## src/incu_pkg.sv

```systemverilog
// package: instruction fields, opcodes, size codes and carrier structs
package incu_pkg;
   // ************************************************************
   // widths and instruction fields
   // ************************************************************
   localparam int DATA_W = 64;
   localparam int OPC_HI = 31;
   localparam int OPC_LO = 24;
   localparam int SIZE_HI = 23;
   localparam int SIZE_LO = 22;
   localparam int SIMD_BIT = 21;
   localparam int IMM_HI = 19;
   localparam int IMM_LO = 12;
   localparam int SRC_HI = 11;
   localparam int SRC_LO = 6;
   localparam int DST_HI = 5;
   localparam int DST_LO = 0;
   localparam int LATENCY_CYCLES = 1;
   // ************************************************************
   // opcodes: values arbitrary, the decoder shares this package
   // ************************************************************
   localparam logic [7:0] OPC_BELOW_IMM = 8'h30;
   localparam logic [7:0] OPC_BELOW_EQ_IMM = 8'h31;
   localparam logic [7:0] OPC_MAGNITUDE = 8'h32;
   localparam logic [7:0] OPC_NEG_MAGNITUDE = 8'h33;
   localparam logic [7:0] OPC_LARGER_SELECT = 8'h34;
   // ************************************************************
   // chunk size codes
   // ************************************************************
   localparam logic [1:0] SIZE_BYTE = 2'h0;
   localparam logic [1:0] SIZE_HALF = 2'h1;
   localparam logic [1:0] SIZE_WORD = 2'h2;
   localparam logic [1:0] SIZE_QUAD = 2'h3;

   typedef enum logic [2:0] {
      INCU_OP_NONE,
      INCU_OP_BELOW_IMM,
      INCU_OP_BELOW_EQ_IMM,
      INCU_OP_MAGNITUDE,
      INCU_OP_NEG_MAGNITUDE,
      INCU_OP_LARGER_SELECT
   } incu_op_t;

   typedef struct packed {
      logic valid;
      logic [31:0] instr;
      logic [DATA_W-1:0] src_a;
      logic [DATA_W-1:0] src_b;
   } incu_issue_t;

   typedef struct packed {
      logic valid;
      logic cancel;
      logic [5:0] dest;
      logic [DATA_W-1:0] data;
   } incu_result_t;
endpackage

```

## src/incu_cmp_abs_max.sv

```systemverilog
// increment-unit slice: immediate compares, magnitude, larger-select
`timescale 1ns/1ps
`default_nettype none
module incu_cmp_abs_max
   import incu_pkg::*;
#(
   parameter int WIDTH = DATA_W
)
(
   input wire logic i_clock,
   input wire logic i_rst_n,
   input wire incu_pkg::incu_issue_t i_issue,
   output incu_pkg::incu_result_t o_result
);
   import incu_pkg::*;

   // ************************************************************
   // elaboration check
   // ************************************************************
   if (WIDTH != DATA_W) begin : g_bad_width
      $error("incu_cmp_abs_max supports only a 64-bit datapath");
   end

   // ************************************************************
   // decode
   // ************************************************************
   incu_op_t op;
   logic [1:0] size;
   logic simd;
   logic [7:0] eight_bit_constant;
   logic [5:0] dest;
   logic [7:0] chunk_top;
   logic [7:0] chunk_base;

   incu_decode u_decode (
      .i_instr(i_issue.instr),
      .o_op(op),
      .o_size(size),
      .o_simd(simd),
      .o_eight_bit_constant(eight_bit_constant),
      .o_dest(dest)
   );

   incu_lane_mask u_mask (
      .i_size(size),
      .i_simd(simd),
      .o_chunk_top(chunk_top),
      .o_chunk_base(chunk_base)
   );

   // ************************************************************
   // chunk helpers
   // ************************************************************
   // unsigned a<b per byte-segmented chunk; carries stop at chunk tops
   function automatic logic [7:0] chunk_below(
      input logic [63:0] a,
      input logic [63:0] b,
      input logic [7:0] top
   );
      logic [7:0] lt;
      logic [7:0] eq;
      logic run_lt;
      logic run_eq;
      lt = '0;
      eq = '0;
      run_lt = 1'b0;
      run_eq = 1'b1;
      // bytes walked from low to high; a higher differing byte overrides the lower ones
      for (int k = 0; k < 8; k++) begin
         if (a[k*8 +: 8] < b[k*8 +: 8]) begin
            run_lt = 1'b1;
         end else if (a[k*8 +: 8] > b[k*8 +: 8]) begin
            run_lt = 1'b0;
         end
         run_eq = run_eq & (a[k*8 +: 8] == b[k*8 +: 8]);
         lt[k] = run_lt;
         eq[k] = run_eq;
         if (top[k]) begin
            run_lt = 1'b0;
            run_eq = 1'b1;
         end
      end
      return lt | (eq & 8'h00);
   endfunction

   // spread a per-chunk flag from the top byte over the whole chunk
   function automatic logic [63:0] spread(
      input logic [7:0] flag,
      input logic [7:0] top
   );
      logic [63:0] r;
      logic cur;
      r = '0;
      cur = 1'b0;
      for (int k = 7; k >= 0; k--) begin
         if (top[k]) begin
            cur = flag[k];
         end
         r[k*8 +: 8] = {8{cur}};
      end
      return r;
   endfunction

   // ************************************************************
   // operand shaping
   // ************************************************************
   logic [63:0] imm_wide;
   logic [63:0] src;
   logic [63:0] other;

   // constant placed in each chunk's low byte, zero above
   always_comb begin
      imm_wide = '0;
      for (int k = 0; k < 8; k++) begin
         if (chunk_base[k]) begin
            imm_wide[k*8 +: 8] = eight_bit_constant;
         end
      end
   end

   assign src = i_issue.src_a;
   assign other = i_issue.src_b;

   // ************************************************************
   // compare and select
   // ************************************************************
   logic [7:0] src_lt_imm;
   logic [7:0] imm_lt_src;
   logic [7:0] src_lt_other;
   logic [63:0] lt_mask;
   logic [63:0] le_mask;
   logic [63:0] max_mask;

   // unsigned chunk compares; less-or-equal is not greater
   always_comb begin
      src_lt_imm = chunk_below(src, imm_wide, chunk_top);
      imm_lt_src = chunk_below(imm_wide, src, chunk_top);
      src_lt_other = chunk_below(src, other, chunk_top);
      lt_mask = spread(src_lt_imm, chunk_top);
      le_mask = ~spread(imm_lt_src, chunk_top);
      max_mask = spread(src_lt_other, chunk_top);
   end

   // ************************************************************
   // negation by chunk
   // ************************************************************
   logic [63:0] neg_val;
   logic [63:0] sign_mask;

   // two's complement per chunk; wraps on the most negative value
   always_comb begin
      logic carry;
      carry = 1'b1;
      neg_val = '0;
      for (int k = 0; k < 8; k++) begin
         if (chunk_base[k]) begin
            carry = 1'b1;
         end
         {carry, neg_val[k*8 +: 8]} = {1'b0, ~src[k*8 +: 8]} +
            {8'h00, carry};
      end
      sign_mask = spread({src[63], src[55], src[47], src[39],
         src[31], src[23], src[15], src[7]}, chunk_top);
   end

   // ************************************************************
   // result selection
   // ************************************************************
   logic [63:0] next_data;
   logic next_cancel;

   always_comb begin
      next_data = src;
      next_cancel = 1'b0;
      case (op)
         INCU_OP_BELOW_IMM: next_data = lt_mask;
         INCU_OP_BELOW_EQ_IMM: next_data = le_mask;
         INCU_OP_MAGNITUDE: begin
            // per-chunk choice; scalar non-negative cancels instead
            next_data = (neg_val & sign_mask) | (src & ~sign_mask);
            if (!simd && !src[63]) begin
               next_cancel = 1'b1;
            end
         end
         INCU_OP_NEG_MAGNITUDE: begin
            next_data = (src & sign_mask) | (neg_val & ~sign_mask);
         end
         INCU_OP_LARGER_SELECT: begin
            next_data = (other & max_mask) | (src & ~max_mask);
         end
         default: next_data = src;
      endcase
   end

   // ************************************************************
   // write-back register, one cycle after issue
   // ************************************************************
   always_ff @(posedge i_clock or negedge i_rst_n) begin
      if (!i_rst_n) begin
         o_result <= '0;
      end else begin
         o_result.valid <= i_issue.valid && (op != INCU_OP_NONE);
         o_result.cancel <= next_cancel;
         o_result.dest <= dest;
         o_result.data <= next_data;
      end
   end
endmodule
`default_nettype wire

```

## src/incu_decode.sv

```systemverilog
// instruction field decoder for the increment compare/abs/max slice
`timescale 1ns/1ps
`default_nettype none
module incu_decode
   import incu_pkg::*;
(
   input wire logic [31:0] i_instr,
   output incu_pkg::incu_op_t o_op,
   output logic [1:0] o_size,
   output logic o_simd,
   output logic [7:0] o_eight_bit_constant,
   output logic [5:0] o_dest
);
   // field split; reserved flag bits are left unread
   always_comb begin
      o_size = i_instr[SIZE_HI:SIZE_LO];
      o_simd = i_instr[SIMD_BIT];
      o_eight_bit_constant = i_instr[IMM_HI:IMM_LO];
      o_dest = i_instr[DST_HI:DST_LO];
      case (i_instr[OPC_HI:OPC_LO])
         OPC_BELOW_IMM: o_op = INCU_OP_BELOW_IMM;
         OPC_BELOW_EQ_IMM: o_op = INCU_OP_BELOW_EQ_IMM;
         OPC_MAGNITUDE: o_op = INCU_OP_MAGNITUDE;
         OPC_NEG_MAGNITUDE: o_op = INCU_OP_NEG_MAGNITUDE;
         OPC_LARGER_SELECT: o_op = INCU_OP_LARGER_SELECT;
         default: o_op = INCU_OP_NONE;
      endcase
   end
endmodule
`default_nettype wire

```

## src/incu_lane_mask.sv

```systemverilog
// per-byte lane flags marking the top and bottom byte of each chunk
`timescale 1ns/1ps
`default_nettype none
module incu_lane_mask
   import incu_pkg::*;
(
   input wire logic [1:0] i_size,
   input wire logic i_simd,
   output logic [7:0] o_chunk_top,
   output logic [7:0] o_chunk_base
);
   // scalar always works on the full word, whatever the size code
   always_comb begin
      o_chunk_top = 8'h80;
      o_chunk_base = 8'h01;
      if (i_simd) begin
         case (i_size)
            SIZE_BYTE: begin
               o_chunk_top = 8'hff;
               o_chunk_base = 8'hff;
            end
            SIZE_HALF: begin
               o_chunk_top = 8'haa;
               o_chunk_base = 8'h55;
            end
            SIZE_WORD: begin
               o_chunk_top = 8'h88;
               o_chunk_base = 8'h11;
            end
            default: begin
               o_chunk_top = 8'h80;
               o_chunk_base = 8'h01;
            end
         endcase
      end
   end
endmodule
`default_nettype wire

```

## config.mk

```make
export PLATFORM = sky130hd
export DESIGN_NAME = incu_cmp_abs_max
export DESIGN_NICKNAME = d
export VERILOG_FILES = /design/src/incu_pkg.sv /design/src/incu_cmp_abs_max.sv /design/src/incu_decode.sv /design/src/incu_lane_mask.sv
export SDC_FILE = /design/constraint.sdc
export NUM_CORES = 1
export LEC_CHECK = 0
export BUFFER_PORTS_ARGS = -buffer_cell sky130_fd_sc_hd__buf_2
export CORE_UTILIZATION = 60
export CTS_CLUSTER_SIZE = 16
export DETAILED_ROUTE_END_ITERATION = 10
export GPL_TIMING_DRIVEN = 0
export PLACE_DENSITY = 0.84
export SKIP_LAST_GASP = 1
export SLEW_MARGIN = 40
export SYNTH_ARGS = -nofsm -noshare
export SYNTH_HDL_FRONTEND = slang
export SYNTH_SLANG_ARGS = --single-unit
```

## constraint.sdc

```tcl
create_clock -name i_clock -period 0.9 [get_ports i_clock]
set_input_delay 0.18 -clock i_clock [delete_from_list [all_inputs] [get_ports i_clock]]
set_output_delay 0.18 -clock i_clock [all_outputs]
set_load 0.05 [all_outputs]
```

Word level (Yosys, flattened, before mapping)
Index checks and enable logic that the tools add are counted.
W data, S select, Z words.
{"block": "totals", "ff_bits": 72, "inputBits": 163, "wordCells": 216}
{"block": "classes", "add_sub_neg": 8, "order_cmp": 45, "n_eq_ne": 12, "mux": 121, "n_bitwise": 20, "reduce_logical": 6}
{"op": "$and A64 B64 Y64", "n": 6}
{"op": "$pmux W64 S5", "n": 1}
{"op": "$lt A8 B8 Y1", "n": 24}
{"op": "$not A64 Y64", "n": 3}
{"op": "$or A64 B64 Y64", "n": 3}
{"op": "$gt A8 B8 Y1", "n": 21}
{"op": "$mux W1", "n": 107}
{"op": "$mux W8", "n": 10}
{"op": "$not A8 Y8", "n": 8}
{"op": "$add A8 B1 Y9", "n": 6}
{"op": "$eq A8 B6 Y1 const B", "n": 5}
{"op": "$pmux W8 S3", "n": 1}
{"op": "$pmux W7 S3", "n": 1}
{"op": "$pmux W3 S5", "n": 1}
{"op": "$add A8 B1 Y9 const B", "n": 1}
{"op": "$add A8 B1 Y8", "n": 1}
{"op": "$eq A3 B2 Y1 const B", "n": 2}
{"op": "$eq A3 B3 Y1 const B", "n": 2}
{"op": "$eq A3 B1 Y1 const B", "n": 1}
{"op": "$reduce_bool A3 Y1", "n": 1}
{"op": "$eq A2 B1 Y1 const B", "n": 1}
{"op": "$eq A2 B2 Y1 const B", "n": 1}
{"op": "$logic_and A1 B1 Y1", "n": 2}
{"op": "$logic_not A1 Y1", "n": 2}
{"op": "$logic_not A2 Y1", "n": 1}

Logic depth before layout (Yosys ltp)
{"block": "logic_depth", "ltp_word": 37, "ltp_mapped": 39, "mapped_depth_nobuf": 39}

By module
Synthesis repeated with hierarchy kept, for this count alone.
{"block": "hier_totals", "cells_unflattened": 1518, "area_unflattened_um2": 10890.4}
{"module": "incu_cmp_abs_max", "n_inst": 1, "cells_per_inst": 1477, "area_per_inst_um2": 10565.1, "seq_area_each_um2": 1801.7}
{"module": "incu_decode", "n_inst": 1, "cells_per_inst": 24, "area_per_inst_um2": 197.7, "seq_area_each_um2": 0.0}
{"module": "incu_lane_mask", "n_inst": 1, "cells_per_inst": 17, "area_per_inst_um2": 127.6, "seq_area_each_um2": 0.0}

Worst setup path before layout
No wires, ideal clock.
{"block": "synth_path", "path_type": "input-to-reg", "start": "input i_issue[150] (netlist bit)", "end": "register o_result[63] (netlist bit)", "setup_time_ns": 0.133, "t_arrival_ns": 6.677, "required_ns": 0.767, "slack_ns": -5.910, "cell_stages": 38, "n_path_buf": 3, "path_cell_list": "buf_2 > nor3b_4 > clkbuf_1 > clkbuf_1 > a31o_2 > ha_1 > ha_1 > nand2_1 > nor3_1 > a31o_2 > ha_1 > ha_1 > and3_1 > nand3_1 > o31ai_1 > ha_1 > ha_1 > nand4_1 > (+2 left out) > ha_1 > nand3_1 > o31ai_1 > ha_1 > ha_1 > nand3_1 > o31ai_1 > ha_1 > ha_1 > nand2_1 > o31ai_1 > ha_1 > nor2b_1 > nand3_1 > nor4_1 > o21ai_0 > a221oi_1 > a21oi_1"}
{"block": "synth_via", "elab_chain_len": 29}
{"element": "start, declared", "line": "incu_cmp_abs_max.sv:12", "text": "input wire incu_pkg::incu_issue_t i_issue,"}
{"element": "branches (longest 28 deep; another with $add A8 B1 Y9)"}
{"element": "$pmux W64 S5 *", "line": "incu_cmp_abs_max.sv:175", "text": "case (op)"}
{"element": "via next_data[63]", "line": "incu_cmp_abs_max.sv:169", "text": "logic [63:0] next_data;"}
{"element": "end, declared", "line": "incu_cmp_abs_max.sv:13", "text": "output incu_pkg::incu_result_t o_result"}
Mark *: on every way through the listed nets, which the timed path passes.

Worst setup path after layout
Ends and elaborated chain as after synthesis.

==> impl_metrics.yaml <==
critical_path:
  path_max_fanout: 5
  cp-end-kind: "flop"
  cpMostUsedCell: "ha_4"
  slowest_delay_ns: 0.32
  cp_slowest_cell: "o31ai_4"
  crit_type: "in2reg"
  cp_data_arrival_time_ns: 7.17
  crit_required_ns: 1.12
  crit_path_start_kind: "input pin"
routing:
  wl_per_cell_um: 23.09
  first_pass_iters: 6
  wirelength_um: 42930
  ant_nets: 0
  via_per_inst: 6.839
  drtIter0Drc: 1919
  drc_errors: 0
  routed-via-count: 12710
die:
  initial_core_util_pct: 61.37
  die_width_um: 129.5
  dieArea_mm2: 0.01676
  die_h_um: 129.5
  num_io_pins: 235
  rows: 46
  core-area_mm2: 0.01589
yosys:
  synthFlopType: "dfrtp_1"
  async_reset_ff_share_pct: 100.0
  yosysWarnings: 0
  synthCells: 1313
  seq_area_frac_synth_pct: 18.48
  synth_edf_count: 0
  syn_nets: 1618
  yosysUniqueCellTypes: 85
  ys_ff_latch: 72
  syn_area_mm2: 0.009749
  synth.avg_cell_area_um2: 7.425
timing:
  hold_viol: 0
  worst_slew_pin_slew_ns: 0.9933
  final_max_slew_viol_count: 0
  fin_tns_setup_ns: -258.63
  setup_violations: 138
  rsz0062_at_grt: "true"
  clock.fmax_mhz: 143.9
  post-route-min-period_ns: 6.949
  finalCritPeriodShare_pct: 772.2
  slew_headroom_pct: 33.34
  setup_slack_ns: -6.049
pwr:
  p_sw_mw: 5.678
  power_density_mw_per_mm2: 1004
  switching_share_pct: 42.31
  clkPwrFrac_pct: 28.8
  power.share.sequential_pct: 25.9
  intPower_mw: 7.741
  comb_power_share_pct: 45.4
  ir_worst_vdd_mv: 0.9013
  leakage_nw: 6.270
outcome:
  status: "finished with violations"
  violations: "setup timing"
finish:
  syn_to_final_growth_pct: 37.10
  final_core_util_pct: 84.14
  largest_register: "o_result"
  drive_gt1_share_pct: 31.49
  largest_register_ffs: 72
  nets: 1942
  final_common_cell: "buf_2"
  final_cell_mix: "buf_2, inv_1, ha_1"
  reg_top3: "o_result (72)"
cts:
  cts.sinks: 72
  cts_max_path_buffers: 2
  cts_tree: "done"
  clk_pin_slew_ns: 0.07
  htree_levels: 3
  cts_buffers: 9
  ctsRootBufferMaster: "clkbuf_16"
job:
  max-cap-violations: 0
global_route:
  grt_antenna_before_repair: 0
  grt_pass1_vias: 11360
  grt_pass1_wl_um: 60280
  overflow: 0
  grt_max_degree: 42
  grt_usage_pct: 47.57
placed_design:
  hpwlAfterDp_um: 30070
  io_buffers: 225
  gp_congestion: 0.9979
  dp_slack_ns: -7.508
hold_path:
  hold_class: "in2reg"
-- path summary, 6_finish.rpt --
check	from	endpoint	slack, ns	depth (start not counted)
max	i_issue[150]	o_result[63]	-6.05	40
min	i_issue[160]	o_result[71]	0.04	2
max in group asynchronous	i_rst_n	o_result[30]	0.07	3
min in group asynchronous	i_rst_n	o_result[64]	0.27	2
-- per-layer routing --
| layer | vias up | track usage [%] | wire, µm |
|---|---|---|---|
| met3 | 334 | 12.22 | 5955 |
| met1 | 5709 | 57.07 | 15100 |
| met2 | 1214 | 74.60 | 18350 |
| li1 | 5456 | - | - |
| met4 | 0 | 33.24 | 3521 |
| met5 | - | 0 | 0 |
-- cell families (layout without fill, tap and decap cells) --
kind of cell    count (synthesis)  in the layout  synth area share [%]
compound gates                453            454                 29.83
simple gates                  404            404                 20.59
buf+inv                       186            514                 7.456
fa+ha+maj                     142            142                 18.22
flops                          72             72                 18.48
xor+xnor                       45             45                 4.043
mux                            11             11                 1.386
other cells                     0              1                     0
-- cell usage after synthesis, drive strengths merged, types with 3 or more instances --
cell type / n / area [µm²]
nand2: 96 / 360.4
nand2b: 16 / 100.1
nor2: 95 / 361.6
o211a: 3 / 30.03
nand4b: 3 / 26.28
a22oi: 5 / 37.54
nor2b: 15 / 93.84
nand4: 26 / 162.7
and2: 28 / 175.2
o2bb2ai: 3 / 26.28
a31o: 8 / 70.07
inv: 136 / 510.5
dfrtp: 72 / 1802
and3: 13 / 81.33
ha: 142 / 1777
a2bb2oi: 19 / 166.4
a211o: 4 / 35.03
a221oi: 12 / 122.6
a21oi: 153 / 765.7
or3: 15 / 93.84
o31ai: 8 / 73.82
o2111ai: 5 / 43.79
mux2: 4 / 48.79
o32a: 8 / 80.08
o22ai: 6 / 37.54
o221ai: 3 / 26.28
mux2i: 7 / 86.33
nand3: 31 / 155.2
or2: 8 / 50.05
o21ai: 115 / 590.6
a31oi: 17 / 106.4
buf: 12 / 73.81
a2111oi: 3 / 26.28
a211oi: 14 / 122.6
o211ai: 20 / 155.1
clkbuf: 37 / 138.9
nor4: 11 / 75.07
xnor2: 45 / 394.1
a21o: 8 / 60.06
o21a: 16 / 120.1
nor3: 40 / 200.2
-- per-stage QoR --
step,instance area (µm²),hold WS [ns],std cells,total power [mW]
final,13370,0.03821,1859,13.42
after detailed placement,11590,0.08516,1755,8.709
after CTS,12710,0.04396,1825,12.76
after global placement,11540,0.2880,1754,8.558
after floorplan,10140,-0.1156,1313,7.010
after global routing,13360,0.04673,1858,13.85
-- power groups by stage --
stage / Sequential, mW / Clock (mW) / Combinational [mW]
floorplan: 4.23 / 0 / 2.78
global placement: 3.53 / 0 / 5.03
CTS: 3.47 / 3.81 / 5.47
global route: 3.49 / 3.94 / 6.42
detailed placement: 3.53 / 0 / 5.18
finish: 3.47 / 3.86 / 6.09
-- final cells by class --
type | instances | area [µm²]
Buffer | 49 | 311.5
Tap cell | 216 | 270.3
Timing Repair Buffer | 312 | 1904
Clock buffer | 9 | 225.2
Sequential cell | 72 | 1802
Multi-Input combinational cell | 1056 | 8252
Antenna cell | 1 | 2.502
Clock inverter | 7 | 77.57
Inverter | 137 | 521.8
Fill cell | 982 | 2519
-- what timing repair did --
action	CTS	global route
resized for setup	94	88
setup buffers	46	34
cloned	1	0
pin swaps	59	49
endpoints found under the hold margin	37	0
endpoints found under the setup margin	138	166
hold buffers	7	0
-- critical path, delay by kind of cell --
kind,cells,cell delay [ns]
adders and majority gates,13,2.24
and+or+nand+nor,12,1.74
buffers and inverters,5,0.75
AOI/OAI and AO/OA,10,2.19
No activity file was read; power rests on OpenSTA's default activity.
